--- config.mk ---
export PLATFORM = sky130hd
export DESIGN_NAME = rtc_reset_ctrl
export DESIGN_NICKNAME = d
export VERILOG_FILES = /design/src/verilog/rtc_pkg.sv /design/src/verilog/rtc_ms_tick.sv /design/src/verilog/rtc_sync.sv /design/src/verilog/rtc_reset_ctrl.sv
export SDC_FILE = /design/constraint.sdc
export NUM_CORES = 1
export LEC_CHECK = 0
export BUFFER_PORTS_ARGS = -buffer_cell sky130_fd_sc_hd__clkbuf_2
export CELL_PAD_IN_SITES_DETAIL_PLACEMENT = 1
export CELL_PAD_IN_SITES_GLOBAL_PLACEMENT = 2
export CORE_MARGIN = 4
export CORE_UTILIZATION = 33
export DETAILED_ROUTE_END_ITERATION = 8
export PLACE_DENSITY = 0.74
export SYNTH_ARGS = -nofsm -noshare
export SYNTH_HDL_FRONTEND = slang
export SYNTH_SLANG_ARGS = --single-unit
--- constraint.sdc ---
create_clock -name ref_clk_in -period 2.3 [get_ports ref_clk_in]
set_clock_uncertainty 0.1 [all_clocks]
set_input_delay 0.115 -clock ref_clk_in [delete_from_list [all_inputs] [get_ports ref_clk_in]]
set_output_delay 0.115 -clock ref_clk_in [all_outputs]
set_load 0.03 [all_outputs]
--- src/verilog/rtc_pkg.sv ---
// Notes on behaviour
// - A full ON-then-OFF pulse on the reset terminal requests the reset.
// - Alarm output drops within 30 ms of the terminal turning active.
// - A reset request returns a tripped drive to normal operation.
// - Reset function (code 18) active: drive off, trip cleared, powerup reset.
// - Keypad shows alternating segments while active, normal display after.
// - Stop/reset key resets only while an alarm is present.
// - A reset-function terminal is normally open only; closed polarity refused.
// - Power-on runs the same reset sequence as a terminal pulse.
// - With a remote operator, the key works only briefly after powerup.
// - Terminal active while running: drive removed at once, motor coasts.
// - Without OFF delays, drive and logic outputs go off together at once.
// - Outputs with OFF delay above 0.0 s stay on about 1 s after activation.
// - Run still active after alarm reset restarts the motor at once.
package rtc_pkg;

  localparam int unsigned CLK_HZ        = 125_000_000;
  localparam int unsigned TICK_MS_CYC   = CLK_HZ / 1000;
  // Least pulse width, rounded up to whole milliseconds of the tick.
  localparam int unsigned MIN_PULSE_MS  = 12;
  // Alarm drops the cycle after the synchronised terminal turns active; the 30 ms ceiling is a bound only.
  localparam int unsigned ALARM_MAX_MS  = 30;
  localparam int unsigned OFF_HOLD_MS   = 1000;
  localparam int unsigned KEY_WINDOW_MS = 3000;
  localparam int unsigned PWRUP_MS      = 12;
  localparam int unsigned BLINK_MS      = 250;
  localparam logic [4:0]  RESET_OPCODE  = 5'h12;

  typedef enum logic [1:0] {
    RTC_IDLE   = 2'b00,
    RTC_ACTIVE = 2'b01,
    RTC_APPLY  = 2'b10
  } rtc_state_t;

endpackage

--- src/verilog/rtc_ms_tick.sv ---
`timescale 1ns/1ps
// Divides the reference clock down to a one-cycle millisecond pulse.
module rtc_ms_tick
  import rtc_pkg::*;
#(
  parameter int unsigned DIV = TICK_MS_CYC
) (
  input  wire logic ref_clk_in, // Reference clock.
  input  wire logic reset_in,   // Synchronous reset, active high.
  output logic      tick_out    // One-cycle pulse per period.
);
  logic [31:0] cnt_ff;
  wire         wrap = (cnt_ff == DIV - 1);

  // Counter wraps every DIV cycles.
  always_ff @(posedge ref_clk_in) begin
    if (reset_in) begin
      cnt_ff   <= '0;
      tick_out <= 1'b0;
    end else begin
      cnt_ff   <= wrap ? '0 : cnt_ff + 32'h1;
      tick_out <= wrap;
    end
  end
endmodule

--- src/verilog/rtc_sync.sv ---
`timescale 1ns/1ps
// Two-stage synchroniser for asynchronous pins.
module rtc_sync #(
  parameter int unsigned W = 1
) (
  input  wire logic         ref_clk_in, // Clock.
  input  wire logic         reset_in,   // Synchronous reset.
  input  wire logic [W-1:0] d_in,       // Asynchronous inputs.
  output logic      [W-1:0] q_out       // Synchronised outputs.
);
  logic [W-1:0] s1_ff;

  // The first stage feeds only the second to keep metastability contained.
  always_ff @(posedge ref_clk_in) begin
    if (reset_in) begin
      s1_ff <= '0;
      q_out <= '0;
    end else begin
      s1_ff <= d_in;
      q_out <= s1_ff;
    end
  end
endmodule

--- src/verilog/rtc_reset_ctrl.sv ---
`timescale 1ns/1ps
// Reset terminal handling: pulse capture, trip clear, output shutdown.
module rtc_reset_ctrl
  import rtc_pkg::*;
#(
  parameter int unsigned N_OUT    = 3,
  parameter int unsigned TICK_DIV = TICK_MS_CYC,
  parameter int unsigned HOLD_MS  = OFF_HOLD_MS,
  parameter int unsigned KEY_MS   = KEY_WINDOW_MS
) (
  input  wire logic             ref_clk_in,     // 125 MHz clock.
  input  wire logic             reset_in,       // Sync reset, power-on.
  input  wire logic             rst_term_in,    // Reset terminal pin.
  input  wire logic [4:0]       term_func_in,   // Function code of terminal.
  input  wire logic             term_nc_in,     // Terminal set normally closed.
  input  wire logic             stop_key_in,    // Stop/reset key pin.
  input  wire logic             remote_op_in,   // Remote operator attached.
  input  wire logic             trip_evt_in,    // Trip event from drive.
  input  wire logic             run_cmd_in,     // Run command.
  input  wire logic [N_OUT-1:0] out_req_in,     // Logic output requests.
  input  wire logic [N_OUT-1:0] off_dly_en_in,  // OFF delay set above zero.
  output logic                  drive_en_out,   // Motor drive enable.
  output logic                  alarm_out,      // Alarm output.
  output logic                  tripped_out,    // Trip state.
  output logic [N_OUT-1:0]      logic_out,      // Logic outputs.
  output logic                  seg_blink_out,  // Alternating segments.
  output logic                  seg_blink_ph_out, // Segment phase.
  output logic                  pwrup_rst_out,  // Powerup reset pulse.
  output logic                  cfg_err_out     // Refused NC polarity.
);

  // Pin inputs pass two flops before use.
  logic       term_s;
  logic       key_s;
  logic       tick;
  rtc_sync #(.W(2)) u_sync (
    .ref_clk_in (ref_clk_in),
    .reset_in   (reset_in),
    .d_in       ({rst_term_in, stop_key_in}),
    .q_out      ({term_s, key_s})
  );
  rtc_ms_tick #(.DIV(TICK_DIV)) u_tick (
    .ref_clk_in (ref_clk_in),
    .reset_in   (reset_in),
    .tick_out   (tick)
  );

  rtc_state_t  state_ff;
  rtc_state_t  nxt_state;
  logic        key_d_ff;
  logic        pwr_pend_ff;
  logic        trip_ff;
  logic        alarm_ff;
  logic [15:0] hold_cnt_ff;
  logic [15:0] key_cnt_ff;
  logic [7:0]  blink_cnt_ff;
  logic        blink_ph_ff;
  logic [N_OUT-1:0] held_ff;

  // A terminal set normally closed for this function is refused.
  wire func_sel  = (term_func_in == RESET_OPCODE);
  wire cfg_ok    = func_sel & ~term_nc_in;
  wire term_on   = cfg_ok & term_s;
  wire key_win   = ~remote_op_in | (key_cnt_ff < KEY_MS[15:0]);
  wire key_rise  = key_s & ~key_d_ff;
  wire key_rst   = key_rise & alarm_ff & key_win;
  wire rst_start = term_on & (state_ff == RTC_IDLE);
  wire term_done = ~term_on & (state_ff == RTC_ACTIVE);
  wire apply     = (state_ff == RTC_APPLY) | key_rst | pwr_pend_ff;
  wire in_reset  = (state_ff != RTC_IDLE);
  wire hold_live = (hold_cnt_ff != 16'h0000);
  // Delayed outputs that are on at onset; they must not blink off first.
  wire [N_OUT-1:0] hold_set = out_req_in & off_dly_en_in;
  // The window counter stops at its limit so it can never wrap and reopen.
  wire key_cnt_run = (key_cnt_ff < KEY_MS[15:0]);

  // Request sequence: active while held, apply on release.
  always_comb begin
    nxt_state = state_ff;
    case (state_ff)
      RTC_IDLE:   begin
        if (rst_start) begin
          nxt_state = RTC_ACTIVE;
        end
      end
      RTC_ACTIVE: begin
        if (term_done) begin
          nxt_state = RTC_APPLY;
        end
      end
      RTC_APPLY:  nxt_state = RTC_IDLE;
      default:    nxt_state = RTC_IDLE;
    endcase
  end

  always_ff @(posedge ref_clk_in) begin
    if (reset_in) begin
      state_ff    <= RTC_IDLE;
      key_d_ff    <= 1'b0;
      pwr_pend_ff <= 1'b1;
    end else begin
      state_ff    <= nxt_state;
      key_d_ff    <= key_s;
      pwr_pend_ff <= 1'b0;
    end
  end

  // Trip and alarm; a trip event in the clearing cycle wins over the clear.
  // The alarm drops as soon as the terminal turns active, well inside 30 ms.
  always_ff @(posedge ref_clk_in) begin
    if (reset_in) begin
      trip_ff  <= 1'b0;
      alarm_ff <= 1'b0;
    end else if (trip_evt_in) begin
      trip_ff  <= 1'b1;
      alarm_ff <= 1'b1;
    end else begin
      if (apply) begin
        trip_ff <= 1'b0;
      end
      if (rst_start | apply) begin
        alarm_ff <= 1'b0;
      end
    end
  end

  // Delayed outputs stay on about one second after activation.
  always_ff @(posedge ref_clk_in) begin
    if (reset_in) begin
      hold_cnt_ff <= '0;
    end else if (rst_start) begin
      hold_cnt_ff <= HOLD_MS[15:0];
    end else if (tick & hold_live) begin
      hold_cnt_ff <= hold_cnt_ff - 16'h0001;
    end
  end

  // Outputs held on are latched at activation so they cannot turn on anew.
  always_ff @(posedge ref_clk_in) begin
    if (reset_in) begin
      held_ff <= '0;
    end else if (rst_start) begin
      held_ff <= out_req_in & off_dly_en_in;
    end else if (~hold_live) begin
      held_ff <= '0;
    end
  end

  // Key window counts from powerup and then saturates.
  always_ff @(posedge ref_clk_in) begin
    if (reset_in) begin
      key_cnt_ff <= '0;
    end else if (tick & key_cnt_run) begin
      key_cnt_ff <= key_cnt_ff + 16'h0001;
    end
  end

  // Segment alternation while the terminal is active.
  always_ff @(posedge ref_clk_in) begin
    if (reset_in | ~term_on) begin
      blink_cnt_ff <= '0;
      blink_ph_ff  <= 1'b0;
    end else if (tick) begin
      if (blink_cnt_ff == BLINK_MS[7:0] - 8'h01) begin
        blink_cnt_ff <= '0;
        blink_ph_ff  <= ~blink_ph_ff;
      end else begin
        blink_cnt_ff <= blink_cnt_ff + 8'h01;
      end
    end
  end

  // Registered outputs. Drive drops at once so the motor coasts; outputs
  // without delay drop in the same cycle. A still-active run restarts the
  // drive after the reset, which is why the run command must be off first.
  always_ff @(posedge ref_clk_in) begin
    if (reset_in) begin
      drive_en_out     <= 1'b0;
      alarm_out        <= 1'b0;
      tripped_out      <= 1'b0;
      logic_out        <= '0;
      seg_blink_out    <= 1'b0;
      seg_blink_ph_out <= 1'b0;
      pwrup_rst_out    <= 1'b0;
      cfg_err_out      <= 1'b0;
    end else begin
      drive_en_out     <= run_cmd_in & ~trip_ff & ~in_reset
                          & ~rst_start & ~apply;
      alarm_out        <= alarm_ff & ~rst_start;
      tripped_out      <= trip_ff;
      logic_out        <= rst_start ? hold_set :
                          in_reset ? (held_ff & {N_OUT{hold_live}}) :
                          out_req_in;
      seg_blink_out    <= term_on;
      seg_blink_ph_out <= blink_ph_ff;
      pwrup_rst_out    <= apply;
      cfg_err_out      <= func_sel & term_nc_in;
    end
  end

endmodule

==> results of run 1 <==
==> worst max-delay path: stages, from the launching register on <==
cell and delay, ps:
dfxtp_1 330, or4_1 590, or4_4 570, buf_6 150, nor2b_1 140, a32o_1 210
==> state kept, by name, summed over array words and instances (netlist names), 2 cells and up <==
signal         count
u_sync.q_out       2
logic_out          3
hold_cnt_ff       16
u_sync.s1_ff       2
key_cnt_ff        16
blink_cnt_ff       8
u_tick.cnt_ff     32
state_ff           2
held_ff            3
==> power by group through the flow <==
stage	logic [W]	clock network, W	registers (W)
after floorplan	0.0000453	0	0.00176
after global placement	0.000106	0	0.00174
after detailed placement	0.000108	0	0.00174
after CTS	0.000122	0.00160	0.00171
after global routing	0.000134	0.00166	0.00171
final	0.000122	0.00154	0.00171
==> layout by cell type (no fill, tap or decap), types with 7 or more instances in the layout <==
| master | netlist | final |
|---|---|---|
| o21ai_0 | 7 | 7 |
| clkbuf_16 | 0 | 9 |
| xnor2_1 | 37 | 36 |
| buf_4 | 0 | 22 |
| clkbuf_2 | 0 | 28 |
| dfxtp_1 | 97 | 95 |
| inv_1 | 18 | 16 |
| nor2b_1 | 14 | 14 |
| nor2_1 | 75 | 75 |
| nor3_1 | 18 | 18 |
| nor4_1 | 15 | 15 |
| xor2_1 | 17 | 17 |
| a21oi_1 | 16 | 16 |
| nand2_1 | 24 | 24 |
| nand4_1 | 13 | 13 |
| nand3_1 | 22 | 22 |
| dlygate4sd3_1 | 0 | 12 |
| or3_1 | 10 | 10 |
==> through the flow <==
stage | total power (W) | instances | utilization, %
3_3_place_gp | 0.00185 | 660 | 37.4
5_1_grt | 0.00350 | 694 | 41.7
4_1_cts | 0.00342 | 688 | 41.0
6_report | 0.00337 | 694 | 41.7
2_1_floorplan | 0.00180 | 463 | -
3_5_place_dp | 0.00185 | 660 | 37.4
==> worst max path at each step <==
stage	from	to
after CTS	hold_cnt_ff[0]	held_ff[2]
after global placement	hold_cnt_ff[0]	hold_cnt_ff[7]
after detailed placement	hold_cnt_ff[0]	held_ff[2]
after floorplan	hold_cnt_ff[5]	hold_cnt_ff[13]
after global routing	u_tick.cnt_ff[0]	u_tick.cnt_ff[28]
final	hold_cnt_ff[12]	held_ff[2]
==> metal layers <==
metal | up-vias | part of all wire [%]
met3 | 11 | 2.6
li1 | 1695 | -
met2 | 40 | 46
met1 | 1607 | 49
met5 | - | 0.21
met4 | 2 | 1.6
==> cell type report <==
type | instances | area (um2) | area share (%)
Multi-Input combinational cell | 329 | 2020 | 40.1
Sequential cell | 97 | 1940 | 38.7
Inverter | 18 | 70.1 | 1.39
Clock inverter | 4 | 51.3 | 1.02
Timing Repair Buffer | 66 | 479 | 9.53
Tap cell | 168 | 210 | 4.18
Clock buffer | 12 | 256 | 5.10
==> what timing repair did <==
action                     in CTS  in global routing
setup buffers                   0                  6
setup endpoints to repair       0                  6
resized for setup               0                 13
hold buffers                   12                  0
hold endpoints to repair       11                  0
==> cell families after synthesis <==
group                    share of synthesized area [%]
flip-flops                                        47.5
multiplexers                                     0.520
XOR/XNOR                                          11.6
AND/OR/NAND/NOR                                   28.7
buffers and inverters                             3.82
adder cells (fa/ha/maj)                           1.53
AO/OA/AOI/OAI                                     6.45
==> cell usage after synthesis, types with 4 or more instances <==
cell type,n
or3_1,10
xnor2_1,37
o211ai_1,4
dfxtp_1,97
nor2_1,75
nor2b_1,14
inv_1,18
nand2b_1,4
nor4_1,15
nand4_1,13
clkbuf_1,15
or4_1,4
o21ai_0,7
xor2_1,17
nor3_1,18
ha_1,5
a21oi_1,16
nand2_1,24
nand3_1,22
==> results.cfg, run 1 <==
[outcome]
status = complete, no violations

[synthesis]
synth_area_leaders = dfxtp_1 (47%), xnor2_1 (7.9%), nor2_1 (6.9%)
synth_flop_cell = dfxtp_1
synth.net_count = 487
avgSynthCellArea_um2 = 8.84
synth_cell_types = 50
syn_area_um2 = 4090
synthesis.instances = 463
yosys.area.top_type = dfxtp_1
ys_seq_elements = 97
postSynth.asyncResetShare_pct = 0
synth-edff-count = 0
ys_seq_area_share_pct = 47.5
yosysTopAreaCellShare_pct = 47.5
ys_warn_count = 0

[power_and_ir_drop]
swShare_pct = 21.2
pwr-share-comb_pct = 3.6
power.share.clock_pct = 45.7
power.leakage_nw = 1.78
switching_power_w = 0.000713
p_per_area_nw_per_um2 = 670
ir_worst_vdd_mv = 0.278
p_int_w = 0.00265
seqPwrFrac_pct = 50.7

[routing]
num_vias = 3355
first_pass_iters = 4
drc = 0
wl_per_cell_um = 13.9
vias_per_cell = 4.83
detail-route-antenna-nets = 0
drt-initial-drc-count = 127
wirelength_um = 9670

[clock_tree]
htree_num_levels = 3
tritoncts = yes
clock_sinks = 97
clkTransAtPathRegs_ps = 70
clockBufferDepth = 2
insertion_delay_ps = 340
cts-root-buf = clkbuf_16
numCtsBuffers = 9

[cells_and_area]
antenna_cells = 0
drive_above_1_share_pct = 16.3
synthToLayoutAreaGrowth_pct = 22.9
nets = 545
nFillCells = 1418
final_area_um2 = 5030

[global_route]
grt_pass1_vias = 3423
grt_use_met2_pct = 23.4
grt_use_met1_pct = 18.1
busiest_layer = met2
use_met3_pct = 3.04
grt_overflow_total = 0
grtUsageTotal_pct = 14.2
antenna_found_initial = 1
grt_pass1_wl_um = 16500
grt_max_degree = 23

[floorplan]
die_area_um2 = 14200
start_util_pct = 33.9
placementRows = 40
die_x_um = 119
coreArea_um2 = 12100
num_io_pins = 29
die_y_um = 119

[sta]
tns_ps = 0
hold_viol = 0
finalSetupViolCount = 0
rsz0062_at_grt = false
fin_crit_ps = 2200
setup_slack_ps = 99.9
max_freq_mhz = 455
hold_slack_ps = 30.9
worst_slew_margin_rel_pct = 64.7
fin_crit_sh_pct = 95.7
maxSlewViolCount = 0
worstMarginPinSlew_ps = 525

[critical_path]
reg2reg_to = held_ff[2]
crit_required_ps = 2430
worst_ep_arrival_time_ps = 2330
regToRegSetupSlack_ps = 100
reg2reg_depth = 5
reg2reg_from = hold_cnt_ff[12]
worstPathMaxFanout = 5
start_kind = flop
cp-end-kind = flop
crit_type = reg -> reg

[place]
placed_area_um2 = 4520
dpl_worst_slack_ps = 92.2
dp_hpwl_um = 6850
numPortBuffers = 28
place_congestion = 0.715

[worst_hold_path]
hold_path_depth = 3
hp-class = in -> reg
min_from = out_req_in[0]
min_to = logic_out[0]

[run]
cap_violations = 0
(Power assumes the default switching activity.)
==> run 2, diff against run 1 <==
- CTS_CLUSTER_DIAMETER: unset -> 150
- MAX_ROUTING_LAYER: unset -> met4
==> run 2 against run 1 <==
  * Total power grew 0.13%
  * Sequential share of layout area shrank 0.058 points
  * Worst hold slack worse by 3.1 ps
  * Design area is 0.15% higher
  * First-iteration DRC count down 1.6%
  * Flip-flop and latch count is the same
  * Largest cell class unchanged
  * Largest power group unchanged
==> results.cfg, run 2 (synthesis results as in run 1) <==
[outcome]
status = complete, no violations

[sta]
tns_ps = 0
finalSetupViolCount = 0
maxSlewViolCount = 0
hold_viol = 0
fin_crit_ps = 2200
fin_crit_sh_pct = 95.7
max_freq_mhz = 454
worstMarginPinSlew_ps = 525
setup_slack_ps = 98.8
rsz0062_at_grt = false
worst_slew_margin_rel_pct = 64.7

[critical_path]
startpoint = hold_cnt_ff[12]
crit_type = reg -> reg
start_kind = flop
cp-end-kind = flop
max_stage_delay_ps = 590
reg2reg_from = hold_cnt_ff[12]
slowest_stage = or4_1
regToRegSetupSlack_ps = 100
crit_chain = or4_1, or4_4, buf_6, nor2b_1, a32o_1
worst_ep_arrival_time_ps = 2330
crit_family = simple AND/OR/NAND/NOR gates
crit_required_ps = 2430
worstPathMaxFanout = 5
crit_buf_inv = 1

[routing]
wirelength_um = 9690
drc = 0
detail-route-antenna-nets = 0
first_pass_iters = 4
vias_per_cell = 4.85
wl_per_cell_um = 13.9
num_vias = 3371
drt-initial-drc-count = 125

[cells_and_area]
drive_above_1_share_pct = 16.5
largestRegisters = u_tick.cnt_ff (32), hold_cnt_ff (16), key_cnt_ff (16)
nets = 545
fin_cells = 695
nFillCells = 1418
final_cell_mix = dfxtp_1 (95), nor2_1 (75), xnor2_1 (36)
finish.utilization_pct = 41.7
final_common_cell = dfxtp_1
largest_reg_flops = 32
regMostFlops = u_tick.cnt_ff
synthToLayoutAreaGrowth_pct = 23.1

[floorplan]
num_io_pins = 29
placementRows = 40
start_util_pct = 33.9
die_area_um2 = 14200
die_y_um = 119
coreArea_um2 = 12100
die_x_um = 119

[clock_tree]
numCtsBuffers = 9
tritoncts = yes
clock_sinks = 97
insertion_delay_ps = 340
cts-root-buf = clkbuf_16
clkTransAtPathRegs_ps = 70
clockBufferDepth = 2
htree_num_levels = 3

[power_and_ir_drop]
ir_worst_vdd_mv = 0.278
p_total_w = 0.00337
power.leakage_nw = 1.78
p_per_area_nw_per_um2 = 669

[place]
dpl_worst_slack_ps = 92.2
numPortBuffers = 28
placed_cells = 660
place_congestion = 0.723
dp_hpwl_um = 6850

[global_route]
grt_max_degree = 23
antenna_found_initial = 1
grt_overflow_total = 0
grt_pass1_wl_um = 16400
grtUsageTotal_pct = 14.6
grt_pass1_vias = 3414

[run]
cap_violations = 0

[worst_hold_path]
min_from = out_req_in[0]
hp-class = in -> reg
## run 2: power by group
| part | internal [W] | total, W | switching [W] |
|---|---|---|---|
| Sequential | 0.00170 | 0.00171 | 0.00000795 |
| Clock | 0.000903 | 0.00154 | 0.000640 |
| Combinational | 0.0000530 | 0.000122 | 0.0000690 |
## run 2: path summary, 6_finish.rpt
path,to,depth (start not counted)
worst max-delay path,held_ff[2],5
worst min-delay path,logic_out[0],3
worst max register to register,held_ff[2],5
worst min register to register,u_sync.q_out[1],1
## run 2: area by class of cell
class / count / area [um2] / area share (%)
clock buffers: 12 / 256 / 5.09
well taps: 168 / 210 / 4.17
inverters: 18 / 70.1 / 1.39
clock inverters: 4 / 51.3 / 1.02
flip-flops and latches: 97 / 1940 / 38.6
multi-input cells: 329 / 2020 / 40.1
diodes: 1 / 2.50 / 0.0497
repair buffers: 66 / 479 / 9.52
## run 2: per-layer routing
metal  track usage, %  vias up  part of all wire, %
met1             18.1     1610                   49
met4             5.58        0                  1.8
met3             3.04       13                  3.2
met5                -        -                    0
li1                 -     1698                    -
met2             23.3       50                   46
## run 2: worst reg2reg max path, delay by kind of cell, from the launching register on
family                 cells  cell delay, ps
AND/OR/NAND/NOR            3            1300
buffers and inverters      1             150
flip-flops                 1             330
AO/OA/AOI/OAI              1             210
## run 2: timing repair
action,in CTS,in global routing
endpoints found under the hold margin,11,0
resized for setup,0,14
buffers inserted,0,6
endpoints found under the setup margin,0,6
hold buffers,12,0
## run 2: metrics by stage
| stage | hold slack [ps] | cell area (um2) |
|---|---|---|
| after floorplan | 42.7 | 4090 |
| after global placement | 240 | 4520 |
| after detailed placement | 241 | 4520 |
| after CTS | 1.48 | 4940 |
| after global routing | 36.8 | 5030 |
| final | 27.8 | 5030 |
==> run 3, diff against run 2 <==
- CORE_UTILIZATION: 33 -> 37
- PLACE_DENSITY: 0.74 -> 0.78
- SKIP_LAST_GASP: unset -> 1
- clock period: 2.3 -> 2.1 ns (I/O delays scaled with it)
==> run 3 against run 2 <==
  * Global-route usage is 2.6 points higher
  * Critical endpoint is now hold_cnt_ff[5]
  * Die area is 10% lower
  * Design area rose by 2.1%
==> results.cfg, run 3 (synthesis results as in run 1) <==
[outcome]
status = complete, no violations

[critical_path]
slowest_stage = or4_4
reg2reg_from = hold_cnt_ff[0]
crit_chain = inv_2, ha_4, or3b_4, or4_4, nand3b_1, xor2_1, o21ai_1
reg2reg_depth = 7
crit_type = reg -> reg
max_stage_delay_ps = 610
regToRegSetupSlack_ps = 10
reg2reg_to = hold_cnt_ff[5]
start_kind = flop
worstPathMaxFanout = 7
worst_ep_arrival_time_ps = 2240
crit_required_ps = 2250
cp-end-kind = flop

[routing]
detail-route-antenna-nets = 0
wl_per_cell_um = 14.7
vias_per_cell = 5.01
num_vias = 3469
wirelength_um = 10100
first_pass_iters = 4
drc = 0
drt-initial-drc-count = 92

[clock_tree]
numCtsBuffers = 9
htree_num_levels = 3
clockBufferDepth = 2
cts-root-buf = clkbuf_8
tritoncts = yes
insertion_delay_ps = 370
clkTransAtPathRegs_ps = 90
clock_sinks = 97

[global_route]
antenna_found_initial = 0
grt_overflow_total = 0
grt_max_degree = 18
grt_pass1_wl_um = 17200
grtUsageTotal_pct = 17.1
grt_pass1_vias = 3646

[power_and_ir_drop]
power.leakage_nw = 1.86
ir_worst_vdd_mv = 0.309
p_per_area_nw_per_um2 = 633

[cells_and_area]
regArea_um2 = 1950
synthToLayoutAreaGrowth_pct = 25.6
antenna_cells = 0
nFillCells = 1257
final_common_cell = dfxtp_1
multiInputGateArea_um2 = 2080
regMostFlops = u_tick.cnt_ff
largestRegisters = u_tick.cnt_ff (32), hold_cnt_ff (16), key_cnt_ff (16)
final_cell_mix = dfxtp_1 (93), nor2_1 (75), buf_4 (48)
largest_reg_flops = 32
nets = 571
drive_above_1_share_pct = 22.3
finish.utilization_pct = 47.4

[floorplan]
placementRows = 38
die_area_um2 = 12800
start_util_pct = 37.7
die_y_um = 113
die_x_um = 113
num_io_pins = 29
coreArea_um2 = 10800

[run]
cap_violations = 0

[worst_hold_path]
hold_path_depth = 1
min_to = pwr_pend_ff
min_from = reset_in
hp-class = in -> reg

[sta]
finalSetupViolCount = 0
max_freq_mhz = 479
hold_slack_ps = 19.5
worstMarginPinSlew_ps = 507
rsz0062_at_grt = true
hold_viol = 0
fin_crit_sh_pct = 99.4
fin_crit_ps = 2090
maxSlewViolCount = 0
worst_slew_margin_rel_pct = 65.9

[place]
dp_hpwl_um = 7140
place_congestion = 0.805
numPortBuffers = 28
==> run 3: changes by cell type in the layout (fill, tap and decap cells not counted), sizes merged <==
cell         delta
dlygate4sd3     +1
buf            +24
clkbuf          -2
or4             +1
clkinv          +2
diode           -1
==> run 3: layout make-up <==
type | instances | area share, %
Timing Repair Buffer | 91 | 13.2
Clock inverter | 6 | 1.12
Clock buffer | 10 | 2.68
Sequential cell | 97 | 37.9
Inverter | 18 | 1.31
Tap cell | 140 | 3.41
Multi-Input combinational cell | 330 | 40.4
==> run 3: how the worst max path moves through the flow <==
stage	cells after the start	endpoint	slack, ps	start
global placement	8	u_tick.cnt_ff[30]	-60	u_tick.cnt_ff[0]
floorplan	8	u_tick.cnt_ff[29]	-9	u_tick.cnt_ff[0]
detailed placement	8	u_tick.cnt_ff[19]	-90	u_tick.cnt_ff[0]
finish	7	hold_cnt_ff[5]	10	hold_cnt_ff[0]
global route	7	hold_cnt_ff[5]	-80	hold_cnt_ff[0]
CTS	4	held_ff[1]	-30	hold_cnt_ff[9]
==> run 3: power by group <==
part	switching (W)	total, W	internal [W]	leakage (nW)
sequential	0.00000863	0.00187	0.00186	0.787
combinational	0.0000807	0.000150	0.0000691	0.976
clock	0.000661	0.00124	0.000576	0.102
total	0.000750	0.00325	0.00250	1.86
==> run 3: routing by layer <==
| layer | routed length (um) | track usage [%] | up-vias |
|---|---|---|---|
| met4 | 167 | 6.57 | 0 |
| met2 | 4900 | 28.1 | 33 |
| met3 | 297 | 3.64 | 15 |
| met1 | 4780 | 20.7 | 1667 |
| li1 | - | - | 1754 |
| met5 | 0 | - | - |
==> run 3: worst max-delay path, delay by kind of cell, from the launching register on <==
family,cells,cell delay (ps)
adders and majority gates,1,130
AOI/OAI and AO/OA,1,70
DFF,1,330
xor gates and xnor gates,1,170
and+or+nand+nor,3,1110
buffers and inverters,1,70
==> run 3: repair_timing <==
item                       CTS  global route
setup buffers                1             2
gates cloned                 1             1
setup endpoints to repair   39            44
hold buffers                13             0
pin swaps                    2             9
resized for setup            6            10
hold endpoints to repair    12             0
==> run 3: stage by stage <==
step                setup TNS (ps)  setup WS [ps]  instances  cell area, um2  total power [W]
floorplan                     -244          -8.88        463            4120          0.00197
global placement             -2020          -64.3        658            4700          0.00203
detailed placement           -2800          -89.9        658            4700          0.00203
CTS                           -126          -34.2        689            5080          0.00330
global route                  -406          -82.2        692            5140          0.00340
finish                           0           13.3        692            5140          0.00325
